### config.mk
export PLATFORM = sky130hd
export DESIGN_NAME = rct_countdown_trim
export DESIGN_NICKNAME = d
export VERILOG_FILES = /design/src/logic/rct_pkg.sv /design/src/logic/rct_countdown_trim.sv /design/src/logic/rct_prescaler.sv
export SDC_FILE = /design/constraint.sdc
export NUM_CORES = 1
export LEC_CHECK = 0
export CORE_UTILIZATION = 45
export DETAILED_ROUTE_END_ITERATION = 12
export DONT_BUFFER_PORTS = 1
export GPL_TIMING_DRIVEN = 1
export MAX_ROUTING_LAYER = met4
export PLACE_DENSITY_LB_ADDON = 0.05
export SETUP_SLACK_MARGIN = 0.4
export SLEW_MARGIN = 20
export SYNTH_ARGS = -nofsm -noshare
export SYNTH_HDL_FRONTEND = slang
export SYNTH_SLANG_ARGS = --single-unit
export TNS_END_PERCENT = 20
### constraint.sdc
create_clock -name mclk -period 6 [get_ports mclk]
set_input_delay 0.9 -clock mclk [delete_from_list [all_inputs] [get_ports mclk]]
set_output_delay 0.9 -clock mclk [all_outputs]
set_load 0.03 [all_outputs]
### src/logic/rct_pkg.sv
// Package with offsets, field positions, reset values and encodings of the countdown/trim block.
package rct_pkg;

    // ****************************************
    // Register offsets
    // ****************************************
    localparam logic [4:0] ADDR_CTRL1 = 5'h0F;
    localparam logic [4:0] ADDR_CTRL2 = 5'h10;
    localparam logic [4:0] ADDR_CTRL3 = 5'h11;
    localparam logic [4:0] ADDR_TRIM  = 5'h12;
    localparam logic [4:0] ADDR_CDOWN = 5'h13;

    // ****************************************
    // Field positions
    // ****************************************
    localparam int CTRL1_CD_FLAG_BIT  = 2;
    localparam int CTRL2_FREQ_EN_BIT  = 1;
    localparam int CTRL2_CD_EN_BIT    = 2;
    localparam int CTRL2_INT_SEL_LSB  = 4;
    localparam int CTRL3_FREQ_LSB     = 0;
    localparam int CTRL3_CD_SRC_LSB   = 4;
    localparam int TRIM_SIGN_BIT      = 6;

    // ****************************************
    // Reset values
    // ****************************************
    localparam logic [6:0] TRIM_RST      = 7'h00;
    localparam logic [7:0] CDOWN_RST     = 8'h00;
    localparam logic [3:0] FREQ_CODE_RST = 4'h0;

    // ****************************************
    // Counts of oscillator pulses and seconds
    // ****************************************
    localparam logic [15:0] SEC_PULSES_32K768 = 16'h8000;
    localparam logic [15:0] SEC_PULSES_32K000 = 16'h7D00;
    localparam logic [5:0]  SEC_TRIM_A        = 6'h00;
    localparam logic [5:0]  SEC_TRIM_B        = 6'h14;
    localparam logic [5:0]  SEC_TRIM_C        = 6'h28;
    localparam logic [5:0]  SEC_LAST          = 6'h3B;
    localparam logic [15:0] TICK_4096_MASK    = 16'h0007;
    localparam logic [15:0] TICK_64_MASK      = 16'h01FF;

    // ****************************************
    // Encodings
    // ****************************************
    typedef enum logic [1:0] {
        CD_SRC_4096HZ = 2'b00,
        CD_SRC_64HZ   = 2'b01,
        CD_SRC_1HZ    = 2'b10,
        CD_SRC_1MIN   = 2'b11
    } rct_cd_src_e;

    typedef enum logic [1:0] {
        INT_SEL_OFF   = 2'b00,
        INT_SEL_ALARM = 2'b01,
        INT_SEL_FREQ  = 2'b10,
        INT_SEL_CDOWN = 2'b11
    } rct_int_sel_e;

    typedef enum logic [3:0] {
        FREQ_OFF     = 4'b0000,
        FREQ_32768HZ = 4'b0001,
        FREQ_4096HZ  = 4'b0010,
        FREQ_1024HZ  = 4'b0011,
        FREQ_64HZ    = 4'b0100,
        FREQ_32HZ    = 4'b0101,
        FREQ_16HZ    = 4'b0110,
        FREQ_8HZ     = 4'b0111,
        FREQ_4HZ     = 4'b1000,
        FREQ_2HZ     = 4'b1001,
        FREQ_1_2HZ   = 4'b1010,
        FREQ_1_4HZ   = 4'b1100,
        FREQ_1_8HZ   = 4'b1101,
        FREQ_1_16HZ  = 4'b1110,
        FREQ_1S      = 4'b1111
    } rct_freq_e;

    typedef struct packed {
        logic       en;
        logic [4:0] addr;
        logic [7:0] data;
    } rct_reg_wr_s;

endpackage

### src/logic/rct_countdown_trim.sv
// Countdown timer, frequency output selection, INT selection and trim register of the clock.
// ****************************************
// Operation
// ****************************************
module rct_countdown_trim #(
    parameter bit LowFreqXtal = 1'b0
) (
    // Clock and reset
    input  wire logic                 mclk,
    input  wire logic                 rst,
    // Oscillator pin
    input  wire logic                 oscIn,
    // Register access
    input  wire rct_pkg::rct_reg_wr_s regWr,
    input  wire logic [4:0]           regRdAddr,
    output logic      [7:0]           regRdData,
    // Alarm flag from the alarm logic
    input  wire logic                 alarmIrq,
    // Outputs to pins and the rest of the clock
    output logic                      intOutN,
    output logic                      clk32kOut,
    output logic                      countdownFlag,
    output logic                      secTick,
    output logic      [5:0]           secondsCount
);

    // ****************************************
    // State
    // ****************************************
    typedef struct packed {
        logic                  oscMeta;
        logic                  oscSync;
        logic                  oscDly;
        logic                  oscTick;
        logic                  cdEnable;
        logic                  freqEnable;
        rct_pkg::rct_int_sel_e intSel;
        rct_pkg::rct_freq_e    freqCode;
        rct_pkg::rct_cd_src_e  cdSrc;
        logic                  cdFlag;
        logic [6:0]            trim;
        logic                  trimActive;
        logic [7:0]            cdCount;
        logic                  cdRun;
        logic [7:0]            rdData;
        logic                  intN;
    } rct_main_state_s;

    rct_main_state_s stateQ;
    rct_main_state_s stateD;

    logic [15:0] divCount;
    logic        preSecTick;
    logic [5:0]  preSeconds;
    logic [3:0]  secDiv;

    rct_prescaler #(
        .LowFreqXtal (LowFreqXtal)
    ) u_prescaler (
        .mclk        (mclk),
        .rst         (rst),
        .oscTick     (stateQ.oscTick),
        .trimActive  (stateQ.trimActive),
        .trimCode    (stateQ.trim),
        .divCount    (divCount),
        .secTick     (preSecTick),
        .seconds     (preSeconds),
        .secDiv      (secDiv)
    );

    // Tick when the low bits of the divider are all ones on an oscillator pulse.
    function automatic logic wrapTick(input logic [15:0] cnt, input logic [15:0] mask,
                                      input logic osc);
        wrapTick = osc && ((cnt & mask) == mask);
    endfunction

    function automatic logic regHit(input rct_pkg::rct_reg_wr_s wr, input logic [4:0] addr);
        regHit = wr.en && (wr.addr == addr);
    endfunction

    // ****************************************
    // Next state
    // ****************************************
    logic cdTick;
    logic freqWave;

    always_comb begin
        stateD         = stateQ;
        stateD.oscMeta = oscIn;
        stateD.oscSync = stateQ.oscMeta;
        stateD.oscDly  = stateQ.oscSync;
        stateD.oscTick = stateQ.oscSync && !stateQ.oscDly;

        case (stateQ.cdSrc)
            rct_pkg::CD_SRC_4096HZ: cdTick = wrapTick(divCount, rct_pkg::TICK_4096_MASK,
                                                      stateQ.oscTick);
            rct_pkg::CD_SRC_64HZ:   cdTick = wrapTick(divCount, rct_pkg::TICK_64_MASK,
                                                      stateQ.oscTick);
            rct_pkg::CD_SRC_1HZ:    cdTick = preSecTick;
            rct_pkg::CD_SRC_1MIN:   cdTick = preSecTick && (preSeconds == 6'h00);
            default:                cdTick = 1'b0;
        endcase

        // The divided rates come from the trimmed divider, so they carry the trim.
        case (stateQ.freqCode)
            rct_pkg::FREQ_OFF:     freqWave = 1'b0;
            rct_pkg::FREQ_32768HZ: freqWave = stateQ.oscSync;
            rct_pkg::FREQ_4096HZ:  freqWave = divCount[2];
            rct_pkg::FREQ_1024HZ:  freqWave = divCount[4];
            rct_pkg::FREQ_64HZ:    freqWave = divCount[8];
            rct_pkg::FREQ_32HZ:    freqWave = divCount[9];
            rct_pkg::FREQ_16HZ:    freqWave = divCount[10];
            rct_pkg::FREQ_8HZ:     freqWave = divCount[11];
            rct_pkg::FREQ_4HZ:     freqWave = divCount[12];
            rct_pkg::FREQ_2HZ:     freqWave = divCount[13];
            rct_pkg::FREQ_1_2HZ:   freqWave = secDiv[0];
            rct_pkg::FREQ_1_4HZ:   freqWave = secDiv[1];
            rct_pkg::FREQ_1_8HZ:   freqWave = secDiv[2];
            rct_pkg::FREQ_1_16HZ:  freqWave = secDiv[3];
            rct_pkg::FREQ_1S:      freqWave = (divCount[15:8] == 8'h00);
            default:               freqWave = 1'b0;
        endcase

        if (regHit(regWr, rct_pkg::ADDR_CTRL2)) begin
            stateD.freqEnable = regWr.data[rct_pkg::CTRL2_FREQ_EN_BIT];
            stateD.cdEnable   = regWr.data[rct_pkg::CTRL2_CD_EN_BIT];
            stateD.intSel     = rct_pkg::rct_int_sel_e'(
                                regWr.data[rct_pkg::CTRL2_INT_SEL_LSB +: 2]);
        end
        if (regHit(regWr, rct_pkg::ADDR_CTRL3)) begin
            stateD.freqCode = rct_pkg::rct_freq_e'(regWr.data[rct_pkg::CTRL3_FREQ_LSB +: 4]);
            stateD.cdSrc    = rct_pkg::rct_cd_src_e'(
                              regWr.data[rct_pkg::CTRL3_CD_SRC_LSB +: 2]);
        end
        if (regHit(regWr, rct_pkg::ADDR_TRIM)) begin
            stateD.trim       = regWr.data[6:0];
            stateD.trimActive = 1'b1;
        end

        // Writing zero to the flag clears it; writing one leaves it alone.
        if (regHit(regWr, rct_pkg::ADDR_CTRL1) &&
            !regWr.data[rct_pkg::CTRL1_CD_FLAG_BIT]) begin
            stateD.cdFlag = 1'b0;
        end

        // A loaded zero wraps to 255 on the first tick, giving 256 ticks to the flag.
        if (regHit(regWr, rct_pkg::ADDR_CDOWN) && stateQ.cdEnable) begin
            stateD.cdCount = regWr.data;
            stateD.cdRun   = 1'b1;
        end else if (stateQ.cdRun && !stateQ.cdEnable) begin
            stateD.cdRun = 1'b0;
        end else if (stateQ.cdRun && cdTick) begin
            stateD.cdCount = stateQ.cdCount - 8'h01;
            if (stateQ.cdCount == 8'h01) begin
                stateD.cdRun  = 1'b0;
                stateD.cdFlag = 1'b1;
            end
        end

        stateD.rdData = 8'h00;
        case (regRdAddr)
            rct_pkg::ADDR_CTRL1: stateD.rdData[rct_pkg::CTRL1_CD_FLAG_BIT] = stateQ.cdFlag;
            rct_pkg::ADDR_CTRL2: begin
                stateD.rdData[rct_pkg::CTRL2_FREQ_EN_BIT]     = stateQ.freqEnable;
                stateD.rdData[rct_pkg::CTRL2_CD_EN_BIT]       = stateQ.cdEnable;
                stateD.rdData[rct_pkg::CTRL2_INT_SEL_LSB +: 2] = stateQ.intSel;
            end
            rct_pkg::ADDR_CTRL3: begin
                stateD.rdData[rct_pkg::CTRL3_FREQ_LSB +: 4]   = stateQ.freqCode;
                stateD.rdData[rct_pkg::CTRL3_CD_SRC_LSB +: 2] = stateQ.cdSrc;
            end
            rct_pkg::ADDR_TRIM:  stateD.rdData = {1'b0, stateQ.trim};
            rct_pkg::ADDR_CDOWN: stateD.rdData = stateQ.cdCount;
            default:             stateD.rdData = 8'h00;
        endcase

        case (stateQ.intSel)
            rct_pkg::INT_SEL_OFF:   stateD.intN = 1'b1;
            rct_pkg::INT_SEL_ALARM: stateD.intN = !alarmIrq;
            rct_pkg::INT_SEL_FREQ:  stateD.intN = !(stateQ.freqEnable && freqWave);
            rct_pkg::INT_SEL_CDOWN: stateD.intN = !(stateQ.cdEnable && stateQ.cdFlag);
            default:                stateD.intN = 1'b1;
        endcase
    end

    // ****************************************
    // Registers
    // ****************************************
    always_ff @(posedge mclk or posedge rst) begin
        if (rst) begin
            stateQ          <= '0;
            stateQ.intN     <= 1'b1;
            stateQ.trim     <= rct_pkg::TRIM_RST;
            stateQ.cdCount  <= rct_pkg::CDOWN_RST;
            stateQ.freqCode <= rct_pkg::rct_freq_e'(rct_pkg::FREQ_CODE_RST);
        end else begin
            stateQ <= stateD;
        end
    end

    assign regRdData     = stateQ.rdData;
    assign intOutN       = stateQ.intN;
    assign clk32kOut     = stateQ.oscSync;
    assign countdownFlag = stateQ.cdFlag;
    assign secTick       = preSecTick;
    assign secondsCount  = preSeconds;

endmodule

### src/logic/rct_prescaler.sv
// Trimmed one-second prescaler and seconds counter.
module rct_prescaler #(
    parameter bit LowFreqXtal = 1'b0
) (
    // Clock and reset
    input  wire logic        mclk,
    input  wire logic        rst,
    // Oscillator pulse and trim setting
    input  wire logic        oscTick,
    input  wire logic        trimActive,
    input  wire logic [6:0]  trimCode,
    // Time base
    output logic      [15:0] divCount,
    output logic             secTick,
    output logic      [5:0]  seconds,
    output logic      [3:0]  secDiv
);

    typedef struct packed {
        logic [15:0] cnt;
        logic [5:0]  sec;
        logic [3:0]  secDiv;
        logic        secTick;
    } rct_pre_state_s;

    rct_pre_state_s stateQ;
    rct_pre_state_s stateD;

    localparam logic [15:0] BASE_PULSES = LowFreqXtal ? rct_pkg::SEC_PULSES_32K000
                                                      : rct_pkg::SEC_PULSES_32K768;

    logic        adjSecond;
    logic [5:0]  mag;
    logic [15:0] period;

    always_comb begin
        mag       = trimCode[5:0];
        adjSecond = (stateQ.sec == rct_pkg::SEC_TRIM_A) ||
                    (stateQ.sec == rct_pkg::SEC_TRIM_B) ||
                    (stateQ.sec == rct_pkg::SEC_TRIM_C);
        period    = BASE_PULSES;
        if (trimActive && adjSecond && (mag[5:1] != 5'h00)) begin
            if (!trimCode[rct_pkg::TRIM_SIGN_BIT]) begin
                period = BASE_PULSES + {9'h000, mag - 6'h01, 1'b0};
            end else begin
                period = BASE_PULSES - {8'h00, {1'b0, ~mag} + 7'h01, 1'b0};
            end
        end
    end

    always_comb begin
        stateD         = stateQ;
        stateD.secTick = 1'b0;
        if (oscTick) begin
            if (stateQ.cnt == period - 16'h0001) begin
                stateD.cnt     = 16'h0000;
                stateD.secTick = 1'b1;
                stateD.secDiv  = stateQ.secDiv + 4'h1;
                stateD.sec     = (stateQ.sec == rct_pkg::SEC_LAST) ? 6'h00
                                                                   : stateQ.sec + 6'h01;
            end else begin
                stateD.cnt = stateQ.cnt + 16'h0001;
            end
        end
    end

    always_ff @(posedge mclk or posedge rst) begin
        if (rst) begin
            stateQ <= '0;
        end else begin
            stateQ <= stateD;
        end
    end

    assign divCount = stateQ.cnt;
    assign secTick  = stateQ.secTick;
    assign seconds  = stateQ.sec;
    assign secDiv   = stateQ.secDiv;

endmodule

==> flow_summary.yaml <==
outcome:
  status: "complete, no violations"
yosys:
  syn-num-nets: 524
  synth_flop_cell: "dfrtp_1"
  netlist_area_um2: 4580
  synth_area_per_cell_um2: 9.36
  synth_top_area_cell: "dfrtp_1"
  seq_area_frac_synth_pct: 37.2
  synth_edf_count: 0
  synth_mux_area_share_pct: 8.69
  synth_area_leaders: "dfrtp_1, mux2_2, ha_1"
  synth_cell_types: 75
  async_flop_share_pct: 100
  yosysTopAreaCellShare_pct: 36.6
  synth_fa_ha_area_share_pct: 3.28
  synth_xor_area_share_pct: 5.36
  yosys_warnings: 0
  synthCells: 489
  ys_ff_latch: 68
  synth_top_family_by_area: "simple AND/OR/NAND/NOR gates"
  synth-simple-area-share_pct: 21.8
  synth_compound_area_share_pct: 17.3
cells_and_area:
  areaGrowthSynthToFinish_pct: 3.47
  final_cells: 602
  n_fill_cell: 960
  drive_above_1_share_pct: 13.9
  final_common_cell: "dfrtp_1"
  final_nets: 499
  final_cell_mix: "dfrtp_1, nand2_1, nor2_1"
  seq_area_um2: 1700
  multi_input_area_um2: 2580
  stdcell_area_um2: 4740
  diodes: 0
grt:
  grt_pass1_vias: 3322
  grt_max_degree: 69
  grt_overflow: 0
  grt.total_usage_pct: 23.4
  grt_first_pass_wirelength_um: 17800
  antenna_found_initial: 0
routing:
  via_per_inst: 5.84
  m1WireLength_um: 5270
  dr_total_vias: 3513
  first_pass_iters: 6
  ant_nets: 0
  wire_per_inst_um: 18.1
  drtIter0Drc: 189
  top_layer_used: "met4"
  post-route-drc-count: 0
  wl_um: 10900
  wl_met3_um: 506
  wl_met2_um: 5020
place:
  portBuffers: 0
  dpl_cell_area_um2: 4550
  dp_slack_ns: 1.50
  gp_congestion: 0.829
  dp_hpwl_um: 8010
  post-place-cells: 586
sta:
  final.period_utilization_pct: 75.3
  clock_skew_ns: 0.0144
  fmax_mhz: 221
  fin_tns_setup_ns: 0
  slew_violations: 0
  setup_slack_ns: 1.48
  finalSetupViolCount: 0
  worstMarginPinSlew_ns: 0.876
  post-route-min-period_ns: 4.52
  maxSlewHeadroom_pct: 41.6
  hold_viol_final: 0
  rsz0062_at_grt: "false"
worst_setup_path:
  end_kind: "flop"
  cp_max_fo: 20
  critical_path_arrival_ns: 4.75
  worst_setup_path_start_kind: "flop"
  critical_path_class: "reg -> reg"
  required_ns: 6.23
clock_tree:
  clk_pin_slew_worst_paths_ns: 0.07
  cts-root-buf: "clkbuf_8"
  cts_made_buffers: 9
  cts.sinks: 68
  htreeDepth: 3
  cts_hold_buffers: 0
  cts_setup_buffers: 0
  ctsResizeCount: 0
  cts_buffer_depth: 2
  cts_tree: "yes"
  insertion_delay_ns: 0.35
die:
  floorplan.die.height_um: 103
  start_util_pct: 46.6
  core_um2: 9820
  row_count: 36
  io_pins: 41
  dieArea_um2: 10600
  die_width_um: 103
pwr:
  powerDensity_nw_per_um2: 307
  p_leak_nw: 2.07
  ir_drop_mv: 0.117
run:
  max_cap_violations: 0
hold_path:
  hold_path_class: "reg -> reg"
[logic make-up after synthesis]
group	count (synthesis)
and+or+nand+nor	174
buffers and inverters	61
AOI/OAI and AO/OA	114
adders and majority gates	12
xor gates and xnor gates	28
muxes	32
DFF	68
[final timing paths]
check / from / to / slack [ns] / cells past startpoint
worst max-delay path: u_prescaler.seconds[2]$_DFFE_PP0P_ / u_prescaler.secDiv[1]$_DFFE_PP0P_ / 1.48 / 13
worst min-delay path: stateD[39]$_DFF_PP0_ / clk32kOut$_DFF_PP0_ / 0.36 / 0
worst max register to register: u_prescaler.seconds[2]$_DFFE_PP0P_ / u_prescaler.secDiv[1]$_DFFE_PP0P_ / 1.48 / 13
worst min register to register: stateD[39]$_DFF_PP0_ / clk32kOut$_DFF_PP0_ / 0.36 / 0
max in group asynchronous: rst / regRdData[3]$_DFF_PP0_ / 4.73 / 2
min in group asynchronous: rst / stateQ[12]$_DFFE_PP0P_ / 0.67 / 2
[registers in the layout, indices dropped and copies added, names as in the netlist, 4 cells and up]
signal / flops
stateQ: 29
u_prescaler.divCount: 16
regRdData: 8
u_prescaler.seconds: 6
u_prescaler.secDiv: 4
[layout make-up]
| cell class | count | area share, % |
|---|---|---|
| Clock buffer | 11 | 2.77 |
| Clock inverter | 5 | 1.14 |
| Inverter | 24 | 1.90 |
| Multi-Input combinational cell | 360 | 54.6 |
| Sequential cell | 68 | 36.0 |
| Tap cell | 133 | 3.51 |
| Timing Repair Buffer | 1 | 0.159 |
[critical path, cell delays in order, from the launching register on]
cell and delay, ns:
dfrtp_1 0.68, xor2_1 0.16, o31a_1 0.32, nor2_1 0.60, nand3_1 0.16, ha_1 0.33
xnor2_1 0.22, or3_1 0.33, o31a_1 0.25, o211ai_1 0.08, o2111ai_1 0.16, nor3b_1 0.21
and4_4 0.53, mux2_1 0.36
[cells in the mapped netlist (all sizes together) (4+ instances only)]
master,n
nand2b,5
o21ai,30
nand2,37
buf,14
mux2i,6
ha,12
a22oi,6
a211oi,4
and3,18
mux2,22
clkbuf,23
nand3,19
nor2b,4
o211ai,6
a31oi,4
nor3,12
and2,4
dfrtp,67
o22ai,5
nor2,38
a21oi,24
o31ai,7
or3,4
inv,24
o211a,4
nor4,4
xnor2,13
xor2,15
mux4,4
and4,4
a21o,4
nor3b,4
nand4,6
[power by group]
part | internal [W] | switching, W | leakage [nW]
Combinational | 0.000212 | 0.000263 | 1.08
Clock | 0.000191 | 0.000175 | 0.0971
Sequential | 0.000505 | 0.000108 | 0.891
Total | 0.000908 | 0.000546 | 2.07
[per-layer routing]
metal | track usage [%] | vias up
met3 | 4.81 | 12
met1 | 33.3 | 1705
met5 | - | -
met2 | 33.7 | 76
li1 | - | 1720
met4 | 6.07 | 0
[stage by stage]
stage / total power, W / hold WS [ns] / utilization, %
floorplan: 0.000995 / 0.331 / -
global placement: 0.00109 / 0.337 / 46.3
detailed placement: 0.00109 / 0.339 / 46.3
CTS: 0.00146 / 0.360 / 48.2
global route: 0.00156 / 0.381 / 48.2
finish: 0.00145 / 0.359 / 48.2
Note: power is estimated with default switching activity, not from simulation.
